<file path="src/include/tsa_defs.svh">
/*
 * Constants of the terminal serial adapter: register indices, status bit
 * positions, reset values and bit timing.
 * Assumes it is included by bare name by the two design files.
 */
`ifndef TSA_DEFS_SVH
`define TSA_DEFS_SVH

// ----------------------------------------------------------------------
// Register indices on the host port
// ----------------------------------------------------------------------
`define TSA_REG_STATUS 1'b0
`define TSA_REG_DATA 1'b1

// ----------------------------------------------------------------------
// Status bit positions
// ----------------------------------------------------------------------
`define TSA_ST_RX_FULL 0
`define TSA_ST_TX_EMPTY 1
`define TSA_ST_FRAME_ERR 4
`define TSA_ST_OVERRUN 5

// ----------------------------------------------------------------------
// Reset values
// ----------------------------------------------------------------------
`define TSA_RST_RX_FULL 1'b0
`define TSA_RST_TX_EMPTY 1'b1
`define TSA_RST_TXD 1'b1
`define TSA_RST_BYTE 8'h00

// ----------------------------------------------------------------------
// Timing: timer ticks at the baud rate, receive ticks at 16 times it
// ----------------------------------------------------------------------
`define TSA_BAUD_RATE 4800
`define TSA_TX_FRAME_BITS 4'ha
`define TSA_RX_MID 4'h7
`define TSA_RX_LAST 4'hf
`define TSA_RX_LAST_BIT 3'h7

`endif

</file>
<file path="src/include/tsa_pkg.sv">
/*
 * Types shared by the terminal serial adapter modules.
 * Assumes nothing beyond a SystemVerilog compiler.
 */
package tsa_pkg;

    typedef logic [7:0] byte_t;

    // Transmit sequencer, one-hot
    typedef enum logic [1:0] {
        TX_IDLE = 2'b01,
        TX_SHIFT = 2'b10
    } tx_state_t;

    // Receive sequencer, one-hot
    typedef enum logic [3:0] {
        RX_IDLE = 4'b0001,
        RX_START = 4'b0010,
        RX_DATA = 4'b0100,
        RX_STOP = 4'b1000
    } rx_state_t;

    typedef struct packed {
        tx_state_t tx_state;
        logic [9:0] tx_shift;
        logic [3:0] tx_cnt;
        logic tx_pend;
        byte_t tx_hold;
        logic tx_empty;
        logic txd;
        logic rx_full;
        byte_t rx_byte;
        logic frame_err;
        logic overrun;
        byte_t rdata;
    } top_state_t;

    typedef struct packed {
        rx_state_t state;
        logic [3:0] cnt;
        logic [2:0] bitn;
        byte_t shift;
        logic done;
        byte_t data;
        logic frame_err;
    } rx_q_t;

endpackage

</file>
<file path="src/include/rx_link_if.sv">
/*
 * Carries a finished character from the receive deserializer to the
 * register side.
 * Assumes both ends run on the same clock.
 */
`timescale 1ns/1ps
interface rx_link_if;
    logic done;
    tsa_pkg::byte_t data;
    logic frame_err;

    modport producer (output done, output data, output frame_err);
    modport consumer (input done, input data, input frame_err);
endinterface

</file>
<file path="src/rtl/rx_deserializer.sv">
/*
 * Receive deserializer: finds a start bit, samples eight data bits at mid
 * bit, checks the stop bit and hands the byte over as a one-cycle pulse.
 * Assumes the serial input and the 16x tick are synchronous to the clock.
 */
`timescale 1ns/1ps
`include "tsa_defs.svh"
module rx_deserializer (
    input wire logic clk,
    input wire logic rst,
    input wire logic rx_tick16,
    input wire logic rxd,
    rx_link_if.producer link
);
    import tsa_pkg::*;

    rx_q_t state_q;
    rx_q_t state_d;

    // ------------------------------------------------------------------
    // Next state
    // ------------------------------------------------------------------
    always_comb begin
        state_d = state_q;
        state_d.done = 1'b0;
        unique case (state_q.state)
            RX_IDLE: begin
                if (rx_tick16 && !rxd) begin
                    state_d.state = RX_START;
                    state_d.cnt = 4'h0;
                end
            end
            RX_START: begin
                // A glitch shorter than half a bit is dropped here
                if (rx_tick16) begin
                    if (state_q.cnt == `TSA_RX_MID) begin
                        state_d.state = rxd ? RX_IDLE : RX_DATA;
                        state_d.cnt = 4'h0;
                        state_d.bitn = 3'h0;
                    end else begin
                        state_d.cnt = state_q.cnt + 4'h1;
                    end
                end
            end
            RX_DATA: begin
                if (rx_tick16) begin
                    state_d.cnt = state_q.cnt + 4'h1;
                    if (state_q.cnt == `TSA_RX_LAST) begin
                        state_d.shift = {rxd, state_q.shift[7:1]};
                        state_d.bitn = state_q.bitn + 3'h1;
                        if (state_q.bitn == `TSA_RX_LAST_BIT) begin
                            state_d.state = RX_STOP;
                        end
                    end
                end
            end
            RX_STOP: begin
                if (rx_tick16) begin
                    state_d.cnt = state_q.cnt + 4'h1;
                    if (state_q.cnt == `TSA_RX_LAST) begin
                        state_d.done = 1'b1;
                        state_d.data = state_q.shift;
                        state_d.frame_err = ~rxd;
                        state_d.state = RX_IDLE;
                    end
                end
            end
        endcase
    end

    // ------------------------------------------------------------------
    // State register
    // ------------------------------------------------------------------
    always_ff @(posedge clk or posedge rst) begin
        if (rst) begin
            state_q <= '{state: RX_IDLE, cnt: 4'h0, bitn: 3'h0, shift: `TSA_RST_BYTE,
                         done: 1'b0, data: `TSA_RST_BYTE, frame_err: 1'b0};
        end else begin
            state_q <= state_d;
        end
    end

    assign link.done = state_q.done;
    assign link.data = state_q.data;
    assign link.frame_err = state_q.frame_err;

    // ------------------------------------------------------------------
    // Checks
    // ------------------------------------------------------------------
    property p_done_from_stop;
        @(posedge clk) disable iff (rst)
        state_q.done |-> $past(state_q.state) == RX_STOP && state_q.state == RX_IDLE;
    endproperty
    a_done_from_stop: assert property (p_done_from_stop)
        else $error("Byte handed over outside the stop bit");

    property p_done_pulse;
        @(posedge clk) disable iff (rst)
        state_q.done |=> !state_q.done;
    endproperty
    a_done_pulse: assert property (p_done_pulse)
        else $error("Byte hand-over lasted more than one cycle");
endmodule

</file>
<file path="src/rtl/terminal_serial_adapter.sv">
/*
 * Terminal serial adapter: status, receive and transmit byte registers on
 * a small host port, a transmit serializer and the receive deserializer.
 * Assumes timer ticks (baud and 16x baud) and the serial input are
 * synchronous to SYS_CLK, and that software polls the status flags.
 */
// Notes on behaviour
// - Host reads eight-bit status with four flags
// - Complete received character sets receive full
// - Reading receive byte clears receive full
// - Writing transmit byte clears transmit empty
// - Transmit byte serialised one character at once
// - Transmit empty returns high after stop bit
// - Serial bits assembled into byte, loaded
// - Transmit bits timed by 4800 baud timer
// - Receive and transmit paths run independently
`timescale 1ns/1ps
`include "tsa_defs.svh"
module terminal_serial_adapter (
    input wire logic SYS_CLK,
    input wire logic RST,
    input wire logic HOST_SEL,
    input wire logic HOST_RD,
    input wire logic HOST_WR,
    input wire logic HOST_ADDR,
    input wire tsa_pkg::byte_t HOST_WDATA,
    output tsa_pkg::byte_t HOST_RDATA,
    input wire logic TX_TICK,
    input wire logic RX_TICK16,
    input wire logic SER_RXD,
    output logic SER_TXD
);
    import tsa_pkg::*;

    top_state_t state_q;
    top_state_t state_d;
    logic rd_status;
    logic rd_data;
    logic wr_data;
    byte_t status_word;

    rx_link_if rx_link ();

    // ------------------------------------------------------------------
    // Receive path
    // ------------------------------------------------------------------
    // separate receive path
    rx_deserializer i_rx_deserializer (
        .clk(SYS_CLK),
        .rst(RST),
        .rx_tick16(RX_TICK16),
        .rxd(SER_RXD),
        .link(rx_link.producer)
    );

    // ------------------------------------------------------------------
    // Host port decode
    // ------------------------------------------------------------------
    assign rd_status = HOST_SEL & HOST_RD & (HOST_ADDR == `TSA_REG_STATUS);
    assign rd_data = HOST_SEL & HOST_RD & (HOST_ADDR == `TSA_REG_DATA);
    assign wr_data = HOST_SEL & HOST_WR & (HOST_ADDR == `TSA_REG_DATA);

    always_comb begin
        status_word = 8'h00;
        status_word[`TSA_ST_RX_FULL] = state_q.rx_full;
        status_word[`TSA_ST_TX_EMPTY] = state_q.tx_empty;
        status_word[`TSA_ST_FRAME_ERR] = state_q.frame_err;
        status_word[`TSA_ST_OVERRUN] = state_q.overrun;
    end

    // ------------------------------------------------------------------
    // Next state
    // ------------------------------------------------------------------
    always_comb begin
        state_d = state_q;
        if (rd_status) begin
            state_d.rdata = status_word;
        end
        if (rd_data) begin
            state_d.rdata = state_q.rx_byte;
            state_d.rx_full = 1'b0;
            state_d.frame_err = 1'b0;
            state_d.overrun = 1'b0;
        end
        if (rx_link.done) begin
            state_d.rx_byte = rx_link.data;
            state_d.frame_err = rx_link.frame_err;
            state_d.overrun = state_q.rx_full & ~rd_data;
            state_d.rx_full = 1'b1;
        end
        // write clears empty; a write while busy is ignored
        if (wr_data && state_q.tx_empty) begin
            state_d.tx_hold = HOST_WDATA;
            state_d.tx_empty = 1'b0;
            state_d.tx_pend = 1'b1;
        end
        unique case (state_q.tx_state)
            TX_IDLE: begin
                if (TX_TICK && state_q.tx_pend) begin
                    state_d.tx_shift = {1'b1, state_q.tx_hold, 1'b0};
                    state_d.tx_cnt = `TSA_TX_FRAME_BITS;
                    state_d.tx_pend = 1'b0;
                    state_d.tx_state = TX_SHIFT;
                end
            end
            TX_SHIFT: begin
                if (TX_TICK) begin
                    // empty only once the stop bit has run
                    if (state_q.tx_cnt == 4'h0) begin
                        state_d.tx_empty = 1'b1;
                        state_d.tx_state = TX_IDLE;
                    end else begin
                        state_d.txd = state_q.tx_shift[0];
                        state_d.tx_shift = {1'b1, state_q.tx_shift[9:1]};
                        state_d.tx_cnt = state_q.tx_cnt - 4'h1;
                    end
                end
            end
        endcase
    end

    // ------------------------------------------------------------------
    // State register
    // ------------------------------------------------------------------
    // reset values
    always_ff @(posedge SYS_CLK or posedge RST) begin
        if (RST) begin
            state_q <= '{tx_state: TX_IDLE, tx_shift: 10'h3ff, tx_cnt: 4'h0,
                         tx_pend: 1'b0, tx_hold: `TSA_RST_BYTE,
                         tx_empty: `TSA_RST_TX_EMPTY, txd: `TSA_RST_TXD,
                         rx_full: `TSA_RST_RX_FULL, rx_byte: `TSA_RST_BYTE,
                         frame_err: 1'b0, overrun: 1'b0, rdata: `TSA_RST_BYTE};
        end else begin
            state_q <= state_d;
        end
    end

    assign HOST_RDATA = state_q.rdata;
    assign SER_TXD = state_q.txd;

    // ------------------------------------------------------------------
    // Checks
    // ------------------------------------------------------------------
    property p_status_read;
        @(posedge SYS_CLK) disable iff (RST)
        rd_status |=> HOST_RDATA[`TSA_ST_RX_FULL] == $past(state_q.rx_full) &&
                      HOST_RDATA[`TSA_ST_TX_EMPTY] == $past(state_q.tx_empty) &&
                      HOST_RDATA[7:6] == 2'b00;
    endproperty
    a_status_read: assert property (p_status_read)
        else $error("Status read does not show the flags");

    property p_full_set;
        @(posedge SYS_CLK) disable iff (RST)
        rx_link.done |=> state_q.rx_full;
    endproperty
    a_full_set: assert property (p_full_set)
        else $error("Receive full not set after a character");

    property p_full_clear;
        @(posedge SYS_CLK) disable iff (RST)
        rd_data && !rx_link.done |=> !state_q.rx_full ##0
            HOST_RDATA == $past(state_q.rx_byte);
    endproperty
    a_full_clear: assert property (p_full_clear)
        else $error("Receive byte read did not clear receive full");

    property p_empty_clear;
        @(posedge SYS_CLK) disable iff (RST)
        wr_data && state_q.tx_empty |=> !state_q.tx_empty && state_q.tx_pend;
    endproperty
    a_empty_clear: assert property (p_empty_clear)
        else $error("Transmit write did not clear transmit empty");

    property p_empty_return;
        @(posedge SYS_CLK) disable iff (RST)
        TX_TICK && state_q.tx_state == TX_SHIFT && state_q.tx_cnt == 4'h0
            |=> state_q.tx_empty && SER_TXD && state_q.tx_state == TX_IDLE;
    endproperty
    a_empty_return: assert property (p_empty_return)
        else $error("Transmit empty not back after the stop bit");

    property p_start_bit;
        @(posedge SYS_CLK) disable iff (RST)
        TX_TICK && state_q.tx_state == TX_SHIFT && state_q.tx_cnt == `TSA_TX_FRAME_BITS
            |=> !SER_TXD;
    endproperty
    a_start_bit: assert property (p_start_bit)
        else $error("Frame did not open with a low start bit");

    property p_tick_timed;
        @(posedge SYS_CLK) disable iff (RST)
        !TX_TICK |=> $stable(SER_TXD);
    endproperty
    a_tick_timed: assert property (p_tick_timed)
        else $error("Serial output moved without a timer tick");

    property p_byte_loaded;
        @(posedge SYS_CLK) disable iff (RST)
        rx_link.done |=> state_q.rx_byte == $past(rx_link.data);
    endproperty
    a_byte_loaded: assert property (p_byte_loaded)
        else $error("Received byte not loaded");

    property p_reset_state;
        @(posedge SYS_CLK) disable iff (RST)
        $fell(RST) |-> SER_TXD && state_q.tx_empty && !state_q.rx_full;
    endproperty
    a_reset_state: assert property (p_reset_state)
        else $error("Wrong flags or line level after reset");
endmodule

</file>
<file path="config.mk">
export PLATFORM = sky130hd
export DESIGN_NAME = terminal_serial_adapter
export DESIGN_NICKNAME = d
export VERILOG_FILES = /design/src/include/tsa_pkg.sv /design/src/include/rx_link_if.sv /design/src/rtl/rx_deserializer.sv /design/src/rtl/terminal_serial_adapter.sv
export VERILOG_INCLUDE_DIRS = /design/src /design/src/include
export SDC_FILE = /design/constraint.sdc
export NUM_CORES = 1
export LEC_CHECK = 0
export BUFFER_PORTS_ARGS = -buffer_cell sky130_fd_sc_hd__buf_2
export CAP_MARGIN = 20
export CORE_MARGIN = 1.5
export CORE_UTILIZATION = 50
export CTS_BUF_LIST = sky130_fd_sc_hd__clkbuf_4 sky130_fd_sc_hd__clkbuf_8
export DETAILED_ROUTE_END_ITERATION = 7
export PLACE_DENSITY = 0.68
export SETUP_SLACK_MARGIN = 0.15
export SLEW_MARGIN = 0
export SYNTH_ARGS = -nofsm -noshare
export SYNTH_HDL_FRONTEND = slang
export SYNTH_SLANG_ARGS = --single-unit
</file>
<file path="constraint.sdc">
create_clock -name SYS_CLK -period 5.2 [get_ports SYS_CLK]
set_input_delay 0.26 -clock SYS_CLK [delete_from_list [all_inputs] [get_ports SYS_CLK]]
set_output_delay 0.26 -clock SYS_CLK [all_outputs]
set_load 0.005 [all_outputs]
</file>
---- Word-level counts from Yosys, hierarchy flattened ----
Cells that the tools add are included.
cells by class
  $add $sub $neg .......................... 3
  eq/ne operators ......................... 21
  multiplexer cells ....................... 32
  bitwise operators ....................... 10
  reductions and logical operators ........ 16
operators with widths
  kind                 count
  $mux 10              5
  $mux 11              3
  $pmux 16 s2          1
  $pmux 8 s4           1
  $mux 8               3
  $mux 4               5
  $mux 19              1
  $mux 17              1
  $mux 16              1
  $reduce_and 3->1     5
  $mux 14              1
  $ne 2x2->1 const B   7
  $ne 2x1->1 const B   5
  $eq 4x3->1 const B   2
  $eq 4x4->1 const B   2
  $reduce_and 8->1     1
  $and 1x1->1          6
  $mux 2               3
  $mux 3               2
  $pmux 3 s2           1
  $reduce_bool 2->1    3
  $reduce_and 5->1     1
  $add 4x1->4 const B  1
  $eq 4x1->1 const B   1
  other kinds (12)     20
storage, ports and cells
  flip-flop bits (word level) ............. 75
  bits of input ports ..................... 17
  output and inout port bits .............. 9
  word-level logic and storage cells ...... 101

---- Depth between registers and ports, before layout ----
Gate-level depths: netlist (run 1).
  word-level depth ........................ 7
  mapped depth ............................ 7
  depth with buffers taken out ............ 6

---- By module ----
From an unflattened synthesis (run 1), not the netlist that was laid out.
unflattened totals
  cell total of the unflattened synthesis .. 309
  area, all modules ....................... 3681.0 um^2
modules (own cells, without submodules)
  module                   instances  cells each  area each (um^2)  seq. area each (um^2)
  terminal_serial_adapter  1          174         2115.8            1167.4
  rx_deserializer          1          135         1565.3            726.9

---- Worst setup path after synthesis (run 1) ----
Ideal clock, no wire load.
  kind .................................... reg-to-reg
  start ................................... register i_rx_deserializer.state_q[21] in the netlist's numbering
  end ..................................... register i_rx_deserializer.state_q[10] in the netlist's numbering
  arrival time ............................ 1.599 ns
  required time ........................... 5.073 ns
  setup slack ............................. 3.474 ns
  cell stages (with the launch flop) ...... 7
  buffers on the path ..................... 1
  clock period less this slack ............ 1.726 ns
  path through ............................ dfrtp_1 -> ha_1 -> nand3_2 -> nor4b_4 -> and2_4 -> buf_6 -> mux2_1
on the way
  longest elaborated chain between the ends .. 2
RTL lines
  item                               RTL line               text
  start: declaration                 rx_deserializer.sv:17  rx_q_t state_q;
  start signal: assignment           rx_deserializer.sv:76  state_q <= '{state: RX_IDLE, cnt: 4'h0, bitn: 3'h0, shift: `TSA_RST_BYTE,
  start signal: assignment           rx_deserializer.sv:79  state_q <= state_d;
  $eq 4x4->1 (no source line)        --
  $reduce_and 3->1 (no source line)  --
Every way passes these cells.
A chain may end at the register's enable or synchronous reset.

---- Worst setup path in the final report (run 1) ----
  start ................................... register state_q[45] in the netlist's numbering
  end ..................................... register state_q[42] in the netlist's numbering
on the way
  longest elaborated chain between the ends .. 3
RTL lines
  item                                      RTL line                        text
  start: declaration                        terminal_serial_adapter.sv:35   top_state_t state_q;
  start signal: assignment                  terminal_serial_adapter.sv:128  state_q <= '{tx_state: TX_IDLE, tx_shift: 10'h3ff, tx_cnt: 4'h0,
  start signal: assignment                  terminal_serial_adapter.sv:134  state_q <= state_d;
  $eq 2x2->1 or $eq 2x1->1 (tied branches)  terminal_serial_adapter.sv:97   unique case (state_q.tx_state)
  $ne 2x2->1 (no source line)               --
  $reduce_and 3->1 (no source line)         --
Several ways; a longest one is shown, not always the timed one.

==> results.sh, run 1 <==
export IMPL_final_antenna_net_count=0
export IMPL_cts_tree="yes"
export IMPL_chipHeight_um=86.4
export IMPL_final_hold_viol_count=0
export IMPL_grt_pass1_vias=2150
export IMPL_cp_num_buf_inv=0
export IMPL_yosysSeqAreaShare_pct=54.5
export IMPL_routed_wl_mm=5.31
export IMPL_stdcell_count=396
export IMPL_crit_type="reg2reg"
export IMPL_ys_async_sr_fraction_pct=100
export IMPL_finish_instance_area_um2=3780
export IMPL_core_area_um2=6760
export IMPL_min_period_ns=1.99
export IMPL_finalPower_w=0.00169
export IMPL_vias=2203
export IMPL_cp_required_ns=5.47
export IMPL_grt_pass1_wl_mm=9.74
export IMPL_crit_chain="nor2b_1 -> nor2_1 -> a221oi_1 -> nor2_1"
export IMPL_synth_edff_count=0
export IMPL_gp_congestion=0.755
export IMPL_worstMarginPinSlew_ns=0.905
export IMPL_fill_cells=579
export IMPL_max_freq_mhz=502
export IMPL_ir_drop_mv=0.376
export IMPL_final_nets=333
export IMPL_clk_pin_slew_worst_paths_ns=0.08
export IMPL_place_ws_ns=3.25
export IMPL_die_w_um=86.4
export IMPL_first_iter_violations=110
export IMPL_cts_root_buf="clkbuf_8"
export IMPL_drv_cap=0
export IMPL_grtUsageTotal_pct=16.5
export IMPL_power_density_nw_per_um2=447
export IMPL_status="completed"
export IMPL_syn_area_um2=3480
export IMPL_drc=0
export IMPL_num_rows=30
export IMPL_synthCells=295
export IMPL_grt_ovfl_total=0
export IMPL_cts_hold_buf=0
export IMPL_post_cts_buffers=0
export IMPL_critical_path_max_fanout=14
export IMPL_wl_per_cell_um=13.4
export IMPL_crit_arrival_ns=2.26
export IMPL_h_tree_depth=3
export IMPL_start_util_pct=51.4
export IMPL_cts_sinks=75
export IMPL_tritoncts_num_buffers=9
export IMPL_layout_setup_ws_ns=3.21
export IMPL_setup_worst_path_end_class="flip-flop"
export IMPL_slew_viol_final=0
export IMPL_rsz0062_at_grt="false"
export IMPL_startpoint_type="flip-flop"
export IMPL_placed_cells=380
export IMPL_avgViaCountPerCell=5.56
export IMPL_crit_top_cell="nor2_1"
export IMPL_clk_latency_ns=0.35
export IMPL_synth_nets=317
export IMPL_io_pin_count=26
export IMPL_syn_area_per_cell_um2=11.8
export IMPL_period_share_pct=38.3
export IMPL_firstDrtPassIters=4
export IMPL_postCtsResizedCells=0
export IMPL_tns_ns=0
export IMPL_synthFlopType="dfrtp_1"
export IMPL_die_area_um2=7460
export IMPL_antenna_found_initial=0
export IMPL_cts_max_path_buffers=2
export IMPL_hold_class="in2reg"
export IMPL_area_growth_pct=8.78
export IMPL_ys_types=55
export IMPL_skew_ns=0.0105
export IMPL_cp_slowest_stage_delay_ns=0.74
export IMPL_drive_above_1_share_pct=29.4
export IMPL_port_buffers=25
export IMPL_placed_area_um2=3570
export IMPL_static_leakage_power_nw=1.82
export IMPL_slew_headroom_pct=39.5
export IMPL_dp_hpwl_mm=3.62
export IMPL_cp_top_family="simple AND/OR/NAND/NOR gates"
export IMPL_ys_ff_latch=75
export IMPL_grt_start_max_net_pins=76
export IMPL_crit_slowest_cell="nor2b_1"
export IMPL_synth_warnings=0
export IMPL_diodes=0
export IMPL_setup_viol=0
final timing paths:
kind                            slack [ns]           from  cells after the start                        endpoint
worst min register to register        0.46  HOST_RDATA[3]                      2                   HOST_RDATA[3]
worst max register to register        3.21    state_q[45]                      4                     state_q[42]
worst max-delay path                  3.21    state_q[45]                      4                     state_q[42]
min in group asynchronous             0.18            RST                      3                     state_q[24]
worst min-delay path                  0.15  HOST_WDATA[0]                      2                     state_q[21]
max in group asynchronous             4.43            RST                      3  i_rx_deserializer.link.data[1]
flip-flops by register name, summed over array words and instances, names as in the netlist:
register / count
state_q: 37
i_rx_deserializer.link.done: 1
i_rx_deserializer.link.data: 8
HOST_RDATA: 8
i_rx_deserializer.state_q: 19
i_rx_deserializer.link.frame_err: 1
SER_TXD: 1
worst register-to-register path: cells and delay by family, from the launching register on:
| family | cells | cell delay (ns) |
|---|---|---|
| simple gates | 3 | 1.16 |
| compound gates | 1 | 0.36 |
| flops | 1 | 0.40 |
cell usage in the layout (no fill, tap or decap), drive strengths merged, types with 6 or more instances in the layout:
| master | netlist | layout |
|---|---|---|
| dfrtp | 61 | 61 |
| mux2 | 35 | 35 |
| nand2 | 30 | 30 |
| buf | 15 | 26 |
| nor2 | 25 | 25 |
| o21ai | 21 | 21 |
| dfstp | 14 | 14 |
| clkbuf | 6 | 9 |
| nand3 | 9 | 9 |
| a221oi | 8 | 8 |
| a21oi | 7 | 7 |
| inv | 5 | 6 |
cell families (layout without fill, tap and decap cells):
| family | after synthesis | count (layout) | synth area share (%) |
|---|---|---|---|
| compound gates | 57 | 57 | 11.2 |
| flops | 75 | 75 | 54.5 |
| xor+xnor | 3 | 3 | 0.756 |
| fa+ha+maj | 5 | 5 | 1.80 |
| simple gates | 89 | 89 | 13.5 |
| mux | 40 | 40 | 13.5 |
| buf+inv | 26 | 47 | 4.64 |
cells in the mapped netlist (6+ instances only):
master | n | area, µm²
a21oi_1 | 7 | 35.0
a221oi_1 | 8 | 70.1
buf_4 | 9 | 67.6
clkbuf_1 | 6 | 22.5
dfrtp_1 | 61 | 1530
dfstp_2 | 14 | 368
mux2_1 | 10 | 113
mux2_2 | 18 | 203
mux2_4 | 7 | 105
nand2_1 | 29 | 109
nand3_1 | 8 | 40.0
nor2_1 | 24 | 90.1
o21ai_0 | 14 | 70.1
o21ai_1 | 7 | 35.0
routing by layer:
metal  share of wire (%)  GRT usage [%]
met3                 4.7           5.62
met5                   0              0
met2                  46           25.4
met1                  49           22.3
met4                0.89           4.40
where the power goes:
part / total, W / internal (W) / switching (W) / leakage (nW)
clock: 0.000478 / 0.000269 / 0.000209 / 0.109
combinational: 0.000405 / 0.000178 / 0.000226 / 0.741
sequential: 0.000809 / 0.000720 / 0.0000889 / 0.969
total: 0.00169 / 0.00117 / 0.000524 / 1.82
per-stage QoR:
step           utilization (%)  hold WS, ns
6_report                  56.0        0.145
5_1_grt                   56.0        0.127
4_1_cts                   56.0        0.126
3_5_place_dp              52.8        0.450
3_3_place_gp              52.8        0.444
2_1_floorplan                -        0.352
area by class of cell:
class                   count  area, µm²  share of cell area [%]
multi-input cells         194       1420                    37.6
inverters                   5       18.8                   0.496
repair buffers             26        133                    3.51
clock buffers               9        124                    3.28
flip-flops and latches     75       1890                    50.1
clock inverters             7       91.3                    2.42
well taps                  80        100                    2.65
Power figures use the tool's default switching activity.
==> inputs of run 2 (changes only) <==
==> constraint.sdc (replaced) <==
create_clock -name SYS_CLK -period 1.9 [get_ports SYS_CLK]
set_input_delay 0.095 -clock SYS_CLK [delete_from_list [all_inputs] [get_ports SYS_CLK]]
set_output_delay 0.095 -clock SYS_CLK [all_outputs]
set_load 0.005 [all_outputs]
==> run 2 against run 1 <==
  * Register-to-register slack worse by 3.0 ns
  * Clock skew fell by 0.0037 ns
  * Die area stayed put
  * Critical path depth rose by 2
  * Combinational power rose to 3.3 times the previous value
  * Largest power group unchanged
  * Highest routed layer unchanged
==> results.sh, run 2 (same netlist as run 1, synthesis figures left out) <==
export IMPL_cts_max_path_buffers=2
export IMPL_avgViaCountPerCell=5.47
export IMPL_multiInputGateArea_um2=1500
export IMPL_chipHeight_um=86.4
export IMPL_clockPowerShare_pct=23.6
export IMPL_cts_sinks=75
export IMPL_pwr_share_comb_pct=28.4
export IMPL_wl_per_cell_um=14.5
export IMPL_period_share_pct=90.9
export IMPL_vias=2336
export IMPL_clk_pin_slew_worst_paths_ns=0.07
export IMPL_layout_common_cells="dfrtp_1 (58), nand2_1 (29), buf_2 (25)"
export IMPL_port_buffers=25
export IMPL_static_leakage_power_nw=1.97
export IMPL_crit_type="reg2reg"
export IMPL_grt_ovfl_total=0
export IMPL_hold_class="in2reg"
export IMPL_worstMarginPinSlew_ns=0.426
export IMPL_dp_hpwl_mm=4.07
export IMPL_grt_start_max_net_pins=39
export IMPL_drive_above_1_share_pct=36.3
export IMPL_internal_power_w=0.00316
export IMPL_grt_pass1_vias=2321
export IMPL_largest_register="state_q"
export IMPL_utilization_pct=60.8
export IMPL_final_nets=365
export IMPL_status="completed"
export IMPL_h_tree_depth=3
export IMPL_top_regs="state_q x37, i_rx_deserializer.state_q x19"
export IMPL_finish_instance_area_um2=4110
export IMPL_drv_cap=0
export IMPL_cp_required_ns=2.12
export IMPL_largest_reg_flops=37
export IMPL_finalPower_w=0.00463
export IMPL_tritoncts_num_buffers=9
export IMPL_ff2ff_setup_slack_ns=0.17
export IMPL_die_area_um2=7460
export IMPL_firstDrtPassIters=4
export IMPL_holdPathStages=4
export IMPL_antenna_found_initial=0
export IMPL_final_antenna_net_count=0
export IMPL_crit_chain="ha_4 -> nand3_4 -> nor4b_4 -> buf_4 -> and2_4 -> mux2_4"
export IMPL_slew_headroom_pct=71.6
export IMPL_sw_frac_of_total_pct=31.9
export IMPL_ir_drop_mv=0.641
export IMPL_grtUsageTotal_pct=17.9
export IMPL_worstReg2RegStart="i_rx_deserializer.state_q[22]"
export IMPL_max_freq_mhz=579
export IMPL_crit_arrival_ns=1.95
export IMPL_drc=0
export IMPL_cts_root_buf="clkbuf_8"
export IMPL_setup_worst_path_end_class="flip-flop"
export IMPL_first_iter_violations=98
export IMPL_diodes=0
export IMPL_setup_viol=0
export IMPL_fill_cells=569
export IMPL_skew_ns=0.00684
export IMPL_startpoint_type="flip-flop"
export IMPL_power_density_nw_per_um2=1130
export IMPL_slew_viol_final=0
export IMPL_reg2reg_depth=6
export IMPL_area_sequential_um2=1900
export IMPL_grt_pass1_wl_mm=10.4
export IMPL_clk_latency_ns=0.34
export IMPL_min_period_ns=1.73
export IMPL_critical_path_max_fanout=6
export IMPL_cp_slowest_stage_delay_ns=0.40
export IMPL_holdCritStartpoint="HOST_WR"
export IMPL_core_area_um2=6760
export IMPL_io_pin_count=26
export IMPL_power_switching_w=0.00148
export IMPL_start_util_pct=51.4
export IMPL_die_w_um=86.4
export IMPL_final_hold_viol_count=0
export IMPL_cts_tree="yes"
export IMPL_routed_wl_mm=6.19
export IMPL_area_growth_pct=18.1
export IMPL_placed_area_um2=3640
export IMPL_crit_slowest_cell="dfrtp_1"
export IMPL_final_common_cell="dfrtp_1"
export IMPL_rsz0062_at_grt="true"
export IMPL_seqPwrFrac_pct=48.0
export IMPL_gp_congestion=0.812
export IMPL_hold_path_end="state_q[20]"
export IMPL_tns_ns=0
export IMPL_reg2reg_to="i_rx_deserializer.state_q[15]"
export IMPL_num_rows=30
[run 2: cell count changes in the layout (fill, tap and decap cells not counted), sizes merged]
cell,delta
buf,+21
dlygate4sd3,+10
clkbuf,+4
bufinv,-2
clkinv,-2
inv,-2
and2,+1
clkinvlp,+1
[run 2: cell type report]
type / count / share of cell area [%]
Clock buffer: 13 / 3.90
Clock inverter: 2 / 0.305
Inverter: 5 / 0.549
Multi-Input combinational cell: 195 / 36.6
Sequential cell: 75 / 46.3
Tap cell: 80 / 2.44
Timing Repair Buffer: 57 / 9.91
[run 2: how the worst max path moves through the flow]
stage,start,end,slack (ns)
after floorplan,i_rx_deserializer.state_q[21],i_rx_deserializer.state_q[10],0.17
after global placement,i_rx_deserializer.state_q[21],i_rx_deserializer.state_q[18],0.12
after detailed placement,i_rx_deserializer.state_q[22],i_rx_deserializer.state_q[18],0.07
after CTS,i_rx_deserializer.state_q[28],i_rx_deserializer.state_q[21],0.15
after global routing,i_rx_deserializer.state_q[22],i_rx_deserializer.state_q[10],0.11
final,i_rx_deserializer.state_q[22],i_rx_deserializer.state_q[15],0.17
[run 2: timing repair]
| item | in CTS | in global routing |
|---|---|---|
| endpoints found under the hold margin | 26 | 0 |
| pin swaps | 2 | 4 |
| endpoints found under the setup margin | 20 | 26 |
| resized for setup | 6 | 15 |
| gates cloned | 1 | 0 |
| buffers inserted | 4 | 9 |
| hold buffers | 10 | 0 |
[run 2: stage by stage]
step / worst slack, ns / hold WS (ns) / std cells
global route: 0.109 / 0.0311 / 427
CTS: 0.149 / 0.0102 / 418
detailed placement: 0.0695 / 0.116 / 388
floorplan: 0.174 / 0.187 / 295
finish: 0.172 / 0.0243 / 427
global placement: 0.123 / 0.109 / 388
[run 2: critical path, delay by kind of cell (launching register included)]
| family | cells | cell delay (ns) |
|---|---|---|
| and+or+nand+nor | 3 | 0.54 |
| adders and majority gates | 1 | 0.18 |
| buffers and inverters | 1 | 0.18 |
| muxes | 1 | 0.31 |
| DFF | 1 | 0.40 |
[run 2: power groups by stage]
| stage | registers [W] | clock network, W | logic (W) |
|---|---|---|---|
| after floorplan | 0.00216 | 0 | 0.000957 |
| after global placement | 0.00222 | 0 | 0.00116 |
| after detailed placement | 0.00224 | 0 | 0.00120 |
| after CTS | 0.00222 | 0.00112 | 0.00128 |
| after global routing | 0.00227 | 0.00118 | 0.00148 |
| final | 0.00222 | 0.00109 | 0.00132 |
[run 2: per-layer routing]
layer / GRT usage, % / routed length (µm)
met5: 0 / 0
met4: 6.89 / 113
met3: 4.38 / 203
met2: 28.6 / 2920
met1: 23.6 / 2950
